### config.mk
export PLATFORM = sky130hd
export DESIGN_NAME = cofs_status_bank
export DESIGN_NICKNAME = d
export VERILOG_FILES = /design/src/core/cofs_pkg.sv /design/src/core/cofs_flag.sv /design/src/core/cofs_status_bank.sv
export SDC_FILE = /design/constraint.sdc
export NUM_CORES = 1
export LEC_CHECK = 0
export CORE_MARGIN = 4
export CORE_UTILIZATION = 53
export CTS_BUF_LIST = sky130_fd_sc_hd__clkbuf_4
export DETAILED_ROUTE_END_ITERATION = 8
export DONT_BUFFER_PORTS = 1
export HOLD_SLACK_MARGIN = 0.1
export PLACE_DENSITY = 0.68
export SLEW_MARGIN = 20
export SYNTH_ARGS = -nofsm -noshare
export SYNTH_HDL_FRONTEND = slang
export SYNTH_HIERARCHICAL = 1
export SYNTH_SLANG_ARGS = --single-unit
### constraint.sdc
create_clock -name i_mclk -period 2.76 [get_ports i_mclk]
set_clock_uncertainty 0.05 [all_clocks]
set_input_delay 0.552 -clock i_mclk [delete_from_list [all_inputs] [get_ports i_mclk]]
set_output_delay 0.552 -clock i_mclk [all_outputs]
set_load 0.02 [all_outputs]
### src/core/cofs_pkg.sv
// constants for the integrity and overcurrent fault status bank
// assumes a 16-bit register port with word addresses from the serial decoder
package cofs_pkg;
  localparam int DATA_W = 16;
  localparam int ADDR_W = 8;
  localparam logic [7:0] ADDR_INTEGRITY = 8'h05;
  localparam logic [7:0] ADDR_OVERCURRENT = 8'h06;
  localparam logic [15:0] RST_INTEGRITY = 16'hEC00;
  localparam logic [15:0] RST_OVERCURRENT = 16'h000F;
  // integrity register field positions
  localparam int BIT_MAP1 = 15;
  localparam int BIT_MAP2 = 14;
  localparam int BIT_MAP3 = 13;
  localparam int BIT_MEM = 11;
  localparam int BIT_BANK = 10;
  // overcurrent register field positions
  localparam int BIT_A_HIGH = 3;
  localparam int BIT_A_LOW = 2;
  localparam int BIT_B_HIGH = 1;
  localparam int BIT_B_LOW = 0;
  localparam int OC_FLAGS = 4;
  localparam int MAP_FLAGS = 4;
  localparam logic [15:0] ZERO16 = 16'h0000;
endpackage : cofs_pkg

### src/core/cofs_flag.sv
// one sticky active-low fault flag with write-one-to-clear
// assumes fault pulses and clear strobes are synchronous to i_mclk
`timescale 1ns/1ns
module cofs_flag (
  // clock and reset
  input wire logic i_mclk,
  input wire logic i_rst,
  // events
  input wire logic i_fault,
  input wire logic i_clear,
  // state
  output logic o_flag_n
);
  logic next_flag_n;

  // a fault in the clear cycle wins, so no event is lost
  assign next_flag_n = i_fault ? 1'b0 : (i_clear ? 1'b1 : o_flag_n);

  always_ff @(posedge i_mclk or posedge i_rst) begin
    if (i_rst) begin
      o_flag_n <= 1'b1;
    end else begin
      o_flag_n <= next_flag_n;
    end
  end
endmodule : cofs_flag

### src/core/cofs_status_bank.sv
// integrity and overcurrent fault status registers, read and cleared by the host
// assumes the serial decoder hands over single-cycle read and write strobes
// Notes on behaviour
// - section-one map mismatch clears bit 15
// - section-two map mismatch clears bit 14
// - section-three map mismatch clears bit 13
// - flags active low, sticky, write one restores
// - internal memory mismatch clears bit 11
// - bit 10 shows bank loaded at reset
// - channel A above high threshold clears bit 3
// - channel A below low threshold clears bit 2
// - channel B above high threshold clears bit 1
// - channel B below low threshold clears bit 0
// - integrity register resets to EC00h
// - overcurrent register resets to 000Fh
`timescale 1ns/1ns
module cofs_status_bank (
  // clock and reset
  input wire logic i_mclk,
  input wire logic i_rst,
  // register port
  input wire logic [cofs_pkg::ADDR_W-1:0] i_addr,
  input wire logic i_wr,
  input wire logic [cofs_pkg::DATA_W-1:0] i_wdata,
  input wire logic i_rd,
  output logic [cofs_pkg::DATA_W-1:0] o_rdata,
  output logic o_rvalid,
  // fault events, one-cycle pulses or levels, and the backup bank strap
  input wire logic i_map1_mismatch,
  input wire logic i_map2_mismatch,
  input wire logic i_map3_mismatch,
  input wire logic i_mem_mismatch,
  input wire logic i_backup_bank,
  input wire logic i_a_above_high,
  input wire logic i_a_below_low,
  input wire logic i_b_above_high,
  input wire logic i_b_below_low,
  // summary toward the top status register
  output logic o_digital_fault_n
);
  import cofs_pkg::*;

  // ----------------------------------------------------------------
  // decode
  // ----------------------------------------------------------------
  // one compare per register, shared by the write strobe and the read mux
  function automatic logic addr_hits(input logic [ADDR_W-1:0] addr,
                                     input logic [ADDR_W-1:0] target);
    return addr == target;
  endfunction : addr_hits

  logic sel_integrity;
  logic sel_overcurrent;
  logic sel_unmapped;
  logic wr_integrity;
  logic wr_overcurrent;
  assign sel_integrity = addr_hits(i_addr, ADDR_INTEGRITY);
  assign sel_overcurrent = addr_hits(i_addr, ADDR_OVERCURRENT);
  assign sel_unmapped = !(sel_integrity || sel_overcurrent);
  assign wr_integrity = i_wr && sel_integrity;
  assign wr_overcurrent = i_wr && sel_overcurrent;

  // ----------------------------------------------------------------
  // integrity flags: map1, map2, map3, memory
  // ----------------------------------------------------------------
  logic [MAP_FLAGS-1:0] map_fault;
  logic [MAP_FLAGS-1:0] map_clear;
  logic [MAP_FLAGS-1:0] map_flag_n;
  assign map_fault = {i_map1_mismatch, i_map2_mismatch, i_map3_mismatch, i_mem_mismatch};
  logic wr_one_map1;
  logic wr_one_map2;
  logic wr_one_map3;
  logic wr_one_mem;
  assign wr_one_map1 = i_wdata[BIT_MAP1];
  assign wr_one_map2 = i_wdata[BIT_MAP2];
  assign wr_one_map3 = i_wdata[BIT_MAP3];
  assign wr_one_mem = i_wdata[BIT_MEM];
  assign map_clear = {MAP_FLAGS{wr_integrity}} &
    {wr_one_map1, wr_one_map2, wr_one_map3, wr_one_mem};

  // ----------------------------------------------------------------
  // overcurrent flags: a high, a low, b high, b low
  // ----------------------------------------------------------------
  logic [OC_FLAGS-1:0] oc_fault;
  logic [OC_FLAGS-1:0] oc_clear;
  logic [OC_FLAGS-1:0] oc_flag_n;
  assign oc_fault = {i_a_above_high, i_a_below_low, i_b_above_high, i_b_below_low};
  logic wr_one_a_high;
  logic wr_one_a_low;
  logic wr_one_b_high;
  logic wr_one_b_low;
  assign wr_one_a_high = i_wdata[BIT_A_HIGH];
  assign wr_one_a_low = i_wdata[BIT_A_LOW];
  assign wr_one_b_high = i_wdata[BIT_B_HIGH];
  assign wr_one_b_low = i_wdata[BIT_B_LOW];
  assign oc_clear = {OC_FLAGS{wr_overcurrent}} &
    {wr_one_a_high, wr_one_a_low, wr_one_b_high, wr_one_b_low};

  // one flag cell per bit, all alike, so set and clear priority is uniform
  genvar g;
  generate
    for (g = 0; g < MAP_FLAGS; g++) begin : g_map
      cofs_flag u_flag (
        .i_mclk(i_mclk),
        .i_rst(i_rst),
        .i_fault(map_fault[g]),
        .i_clear(map_clear[g]),
        .o_flag_n(map_flag_n[g])
      );
    end
    for (g = 0; g < OC_FLAGS; g++) begin : g_oc
      cofs_flag u_flag (
        .i_mclk(i_mclk),
        .i_rst(i_rst),
        .i_fault(oc_fault[g]),
        .i_clear(oc_clear[g]),
        .o_flag_n(oc_flag_n[g])
      );
    end
  endgenerate

  // ----------------------------------------------------------------
  // flag fields by name
  // ----------------------------------------------------------------
  // vectors run msb first in register order, so index 3 is the top field
  logic map1_flag_n;
  logic map2_flag_n;
  logic map3_flag_n;
  logic mem_flag_n;
  assign map1_flag_n = map_flag_n[3];
  assign map2_flag_n = map_flag_n[2];
  assign map3_flag_n = map_flag_n[1];
  assign mem_flag_n = map_flag_n[0];
  logic a_high_flag_n;
  logic a_low_flag_n;
  logic b_high_flag_n;
  logic b_low_flag_n;
  assign a_high_flag_n = oc_flag_n[3];
  assign a_low_flag_n = oc_flag_n[2];
  assign b_high_flag_n = oc_flag_n[1];
  assign b_low_flag_n = oc_flag_n[0];

  // ----------------------------------------------------------------
  // bank indicator, caught after reset release
  // ----------------------------------------------------------------
  // reset value shows primary bank; first clocked cycle latches the strap once
  logic bank_primary;
  logic bank_taken;
  logic next_bank_primary;
  // the strap is looked at once; later changes on the pin do not move the bit
  assign next_bank_primary = bank_taken ? bank_primary : !i_backup_bank;

  always_ff @(posedge i_mclk or posedge i_rst) begin
    if (i_rst) begin
      bank_primary <= 1'b1;
      bank_taken <= 1'b0;
    end else begin
      bank_primary <= next_bank_primary;
      bank_taken <= 1'b1;
    end
  end

  // ----------------------------------------------------------------
  // readback
  // ----------------------------------------------------------------
  logic [DATA_W-1:0] integrity_word;
  logic [DATA_W-1:0] overcurrent_word;
  logic [DATA_W-1:0] next_rdata;
  logic next_rvalid;
  always_comb begin
    integrity_word = ZERO16;
    integrity_word[BIT_MAP1] = map1_flag_n;
    integrity_word[BIT_MAP2] = map2_flag_n;
    integrity_word[BIT_MAP3] = map3_flag_n;
    integrity_word[BIT_MEM] = mem_flag_n;
    integrity_word[BIT_BANK] = bank_primary;
    overcurrent_word = ZERO16;
    overcurrent_word[BIT_A_HIGH] = a_high_flag_n;
    overcurrent_word[BIT_A_LOW] = a_low_flag_n;
    overcurrent_word[BIT_B_HIGH] = b_high_flag_n;
    overcurrent_word[BIT_B_LOW] = b_low_flag_n;
  end
  // unmapped addresses read zero
  assign next_rdata = sel_unmapped ? ZERO16 :
                      (sel_integrity ? integrity_word : overcurrent_word);
  assign next_rvalid = i_rd;

  always_ff @(posedge i_mclk or posedge i_rst) begin
    if (i_rst) begin
      o_rvalid <= 1'b0;
    end else begin
      o_rvalid <= next_rvalid;
    end
  end

  // data stands until the next read, so a slow host can still pick it up
  always_ff @(posedge i_mclk or posedge i_rst) begin
    if (i_rst) begin
      o_rdata <= ZERO16;
    end else if (i_rd) begin
      o_rdata <= next_rdata;
    end
  end

  // ----------------------------------------------------------------
  // summary toward the top status register
  // ----------------------------------------------------------------
  logic next_digital_fault_n;
  // bank bit left out: a backup bank is not a live fault
  assign next_digital_fault_n = map1_flag_n & map2_flag_n & map3_flag_n & mem_flag_n;

  always_ff @(posedge i_mclk or posedge i_rst) begin
    if (i_rst) begin
      o_digital_fault_n <= 1'b1;
    end else begin
      o_digital_fault_n <= next_digital_fault_n;
    end
  end
endmodule : cofs_status_bank

; ---- Yosys cells after proc, flatten, opt, wreduce, memory -nomap -nowiden
; Cells that the tools add are included.
[totals]
n_memories = 0
inputBits = 37
regBits = 28
ramBits = 0
elab_cells = 50
rom_bits = 0
latch_bits = 0
output_inout_bits = 18
[op_classes]
n_reduce_logical = 12
bitwise = 5
n_addsub = 0
n_mul = 0
n_eq_ne = 2
div_mod_pow = 0
muxes = 18
shifts = 0
order_cmp = 0
[ops]
columns = operator, n
row1 = $mux 16, 2
row2 = $eq 8x3->1 const B, 2
row3 = $mux 1, 16
row4 = $reduce_bool 2->1, 8
row5 = $and 4x4->4, 2
row6 = $and 1x1->1, 3
row7 = $logic_and 1x1->1, 2
row8 = $logic_not 1->1, 1
row9 = $logic_or 1x1->1, 1

; ---- Longest topological paths before layout
[depth]
depth_word = 5
mapped_depth = 5

; ---- Cells and area by module
; Netlist, hierarchy kept.
[modules_own_cells]
columns = module, seq_area_each_um2, area_per_inst_um2, cells_per_inst, instances
row1 = cofs_status_bank, 327.8, 804.5, 82, 1
row2 = cofs_flag, 26.3, 40.0, 3, 8

; ---- Worst setup path before layout
; OpenSTA, ideal clock, no wires.
[synth_path]
path_kind = in2reg
start = input i_addr[3] in the netlist's numbering
end = register g_map[0].u_flag.o_flag_n
required_ps = 2650
arrival_time_ps = 1722
path_slack_ps = 927
cell_stages = 5
path_buffers = 2
path_cell_list = or4b_1 buf_6 buf_12 nor4_2 o21ba_1
[synth_between]
elab_chain_cells = 4
[synth_rtl]
columns = item, line
row1 = start: declaration, cofs_status_bank.sv:22  ; input wire logic [cofs_pkg::ADDR_W-1:0] i_addr,
row2 = $eq 8x3->1, cofs_status_bank.sv:49  ; return addr == target;
row3 = $logic_and 1x1->1, cofs_status_bank.sv:60  ; assign wr_integrity = i_wr && sel_integrity;
row4 = $and 4x4->4, cofs_status_bank.sv:78  ; assign map_clear = {MAP_FLAGS{wr_integrity}} &
row5 = via map_clear[0], cofs_status_bank.sv:67  ; logic [MAP_FLAGS-1:0] map_clear;
row6 = $reduce_bool 2->1 (no source line), --
row7 = end signal: assignment, cofs_flag.sv:23  ; o_flag_n <= next_flag_n;
row8 = end: declaration, cofs_flag.sv:12  ; output logic o_flag_n
; The timed path passes the listed nets, and every way through them passes these cells.
; A chain may end at the register's enable or synchronous reset.

; ---- Final worst setup path
[layout_path]
start = input i_addr[3] in the netlist's numbering
end = register g_map[3].u_flag.o_flag_n
[layout_between]
elab_chain_cells = 4
[layout_rtl]
columns = item, line
row1 = $eq 8x3->1, cofs_status_bank.sv:49
row2 = $logic_and 1x1->1, cofs_status_bank.sv:60
row3 = $and 4x4->4, cofs_status_bank.sv:78
row4 = via map_clear[3], cofs_status_bank.sv:67
row5 = $reduce_bool 2->1 (no source line), --
row6 = end signal: assignment, cofs_flag.sv:23
row7 = end: declaration, cofs_flag.sv:12
; The timed path passes the listed nets, and every way through them passes these cells.

==> impl_metrics.py <==
metrics = {
    "detailed_routing": {
        "drt-initial-drc-count": 11,
        "wl_met1_um": 795,
        "drc": 0,
        "drt-pass1-iter-count": 4,
        "detail_route.vias_per_cell": 5.21,
        "routed_wl_mm": 1.85,
        "vias": 682,
        "wl_per_cell_um": 14.1,
        "ant_nets": 0,
        "wl_met3_um": 235,
        "wl_met2_um": 810,
        "topRoutingLayerUsed": "met4",
    },
    "grt": {
        "track_usage_pct": 14.8,
        "grt-ovfl-total": 0,
        "first_global_vias": 715,
        "grt_max_degree": 20,
        "antenna_found_initial": 0,
        "grt_first_pass_wirelength_mm": 3.07,
    },
    "setup_path": {
        "arrival_ps": 1990,
        "critPathKind": "input port to register",
        "endpoint_kind": "register",
        "cp-start-kind": "input port",
        "crit_fanout": 17,
        "critPathRequiredTime_ps": 2950,
    },
    "synth": {
        "ys.flop_type": "dfrtp_1",
        "synth_top_cell_area_share_pct": 24.5,
        "synth_warnings": 6,
        "async_reset_ff_share_pct": 100,
        "synth_cell_types": 20,
        "syn_avg_cell_area_sq_um": 10.6,
        "synthTopCellsByCount": "23 x inv_1, 11 x dfrtp_1, 10 x dfstp_2",
        "synthesis.area_sq_mm": 0.00112,
        "syn_inst": 106,
        "yosys-top-cells-area": "dfrtp_1 24%, dfstp_2 23%, inv_1 7.7%",
        "ys_seq_area_share_pct": 47.8,
        "synth_edf_count": 0,
        "ys_seq_elements": 21,
        "yosys.area.top_type": "dfrtp_1",
        "synth_most_common_cell": "inv_1",
    },
    "sta": {
        "tightest_slew_ps": 760,
        "tns_ps": 0,
        "finalSetupViolations": 0,
        "drv_slew": 0,
        "rsz0062_at_grt": "false",
        "fmax_ghz": 0.556,
        "finalCritPeriodShare_pct": 65.2,
        "hold_viol_final": 0,
        "fin_ws_ps": 961,
        "min_period_ps": 1800,
        "max_slew_margin_pct": 49.3,
    },
    "final_layout": {
        "fin_nets": 142,
        "fill_cells": 173,
        "antenna_cells": 0,
        "area_growth_syn_to_layout_pct": -0.445,
        "register_area_sq_um": 538,
        "drive_gt1_share_pct": 24.0,
        "multiInputGateArea_sq_um": 424,
        "instances_no_fill": 131,
    },
    "power": {
        "power.static_leakage_uw": 0.000556,
        "p_sw_share_pct": 23.4,
        "cellPowerDensity_mw_per_mm2": 440,
        "combPwrFrac_pct": 7.6,
        "pwr-share-clk_pct": 28.4,
        "peakVddDrop_mv": 0.250,
        "p_int_uw": 377,
        "p_total_uw": 492,
        "power_frac_seq_pct": 64.0,
        "p_switching_uw": 115,
    },
    "placement": {
        "pre_cts_slack_ps": 660,
        "dp_cells": 126,
        "gp_congestion": 0.676,
        "post-dp-hpwl_mm": 1.48,
        "portBuffers": 0,
    },
    "floorplanning": {
        "rows": 16,
        "dieArea_sq_mm": 0.00292,
        "die_h_um": 54.1,
        "start_util_pct": 56.8,
        "io_pins": 55,
        "core_area_sq_mm": 0.00198,
        "die_w_um": 54.1,
    },
    "clocking": {
        "cts_made_buffers": 3,
        "clkTransAtPathRegs_ps": 110,
        "root_buffer": "clkbuf_4",
        "clockBufferDepth": 2,
        "ctsResizeCount": 0,
        "cts_tree": "built",
        "htree_num_levels": 1,
        "cts.sinks": 21,
        "cts_setup_buffers": 0,
        "clk_latency_ps": 290,
    },
    "job": {
        "maxCapViolations": 0,
    },
    "status": {
        "outcome": "complete, no violations",
    },
    "worst_hold_path": {
        "hp-class": "input port to async pin",
    },
}
## through the flow
| step | hold slack, ps | cell area, sq um | util [%] |
|---|---|---|---|
| after floorplan | 345 | 1150 | - |
| after global placement | 353 | 1080 | 54.6 |
| after detailed placement | 372 | 1080 | 54.6 |
| after CTS | 103 | 1120 | 56.5 |
| after global routing | 115 | 1120 | 56.5 |
| final | 93.0 | 1120 | 56.5 |
## critical path, stage by stage
cell	delay, ps
or4b_1	880
nor4_1	390
o21ba_1	160
## path summary, 6_finish.rpt
path / from / end / slack [ps] / cells past startpoint
hold reg to reg: bank_taken / bank_primary / 380 / 1
max in group asynchronous: i_rst / g_map[3].u_flag/o_flag_n / 1840 / 2
min in group i_mclk: i_rd / o_rvalid / 230 / 0
setup / recovery: i_addr[3] / g_map[3].u_flag/o_flag_n / 960 / 3
setup reg to reg: g_oc[1].u_flag/o_flag_n / o_rdata[1] / 1760 / 2
hold / removal: i_rst / o_rdata[0] / 90 / 1
## area by class of cell
class                   count  share of cell area (%)
clock inverters             1                   0.447
inverters                  23                    7.71
repair buffers              1                   0.894
well taps                  27                    3.02
clock buffers               3                    2.01
flip-flops and latches     21                    48.0
multi-input cells          55                    37.9
## layer usage
layer / vias up / GRT usage [%]
met5: - / 0
met1: 315 / 20.0
met2: 35 / 24.0
li1: 330 / -
met3: 2 / 3.88
met4: 0 / 2.49
## power groups by stage
stage          Combinational [uW]  Clock [uW]  Sequential [uW]
2_1_floorplan                44.8           0              320
3_3_place_gp                 34.3           0              320
3_5_place_dp                 35.1           0              321
4_1_cts                      37.7         146              315
5_1_grt                      41.6         161              316
6_report                     37.3         140              315
## cell usage in the layout (no fill, tap or decap)
master / instances
and4_1: 1
clkbuf_4: 3
clkinv_2: 1
conb_1: 8
dfrtp_1: 11
dfstp_2: 10
dlygate4sd3_1: 1
inv_1: 23
mux2i_1: 1
nand2_1: 9
nand2b_1: 5
nand3b_1: 2
nor4_1: 3
nor4_2: 5
o21ba_1: 8
o31ai_2: 5
o32ai_1: 4
or2_2: 1
or4b_1: 3
## cell families (layout without fill, tap and decap cells)
family / Yosys count / after routing / synth area share, %
flip-flops: 21 / 21 / 47.8
multiplexers: 1 / 1 / 0.890
AO/OA/AOI/OAI: 17 / 17 / 15.8
buffers and inverters: 36 / 28 / 16.5
AND/OR/NAND/NOR: 29 / 29 / 18.4
other: 2 / 8 / 0.668
## registers in the layout, indices dropped and copies added (netlist names)
| register | count |
|---|---|
| o_rvalid | 1 |
| g_oc.u_flag/o_flag_n | 4 |
| o_digital_fault_n | 1 |
| bank_taken | 1 |
| o_rdata | 9 |
| g_map.u_flag/o_flag_n | 4 |
| bank_primary | 1 |
## repair_timing
action                                  in CTS  in global routing
endpoints found under the hold margin        8                  0
hold buffers                                 1                  0
endpoints found under the setup margin       0                  0
No activity file was read; power rests on OpenSTA's default activity.
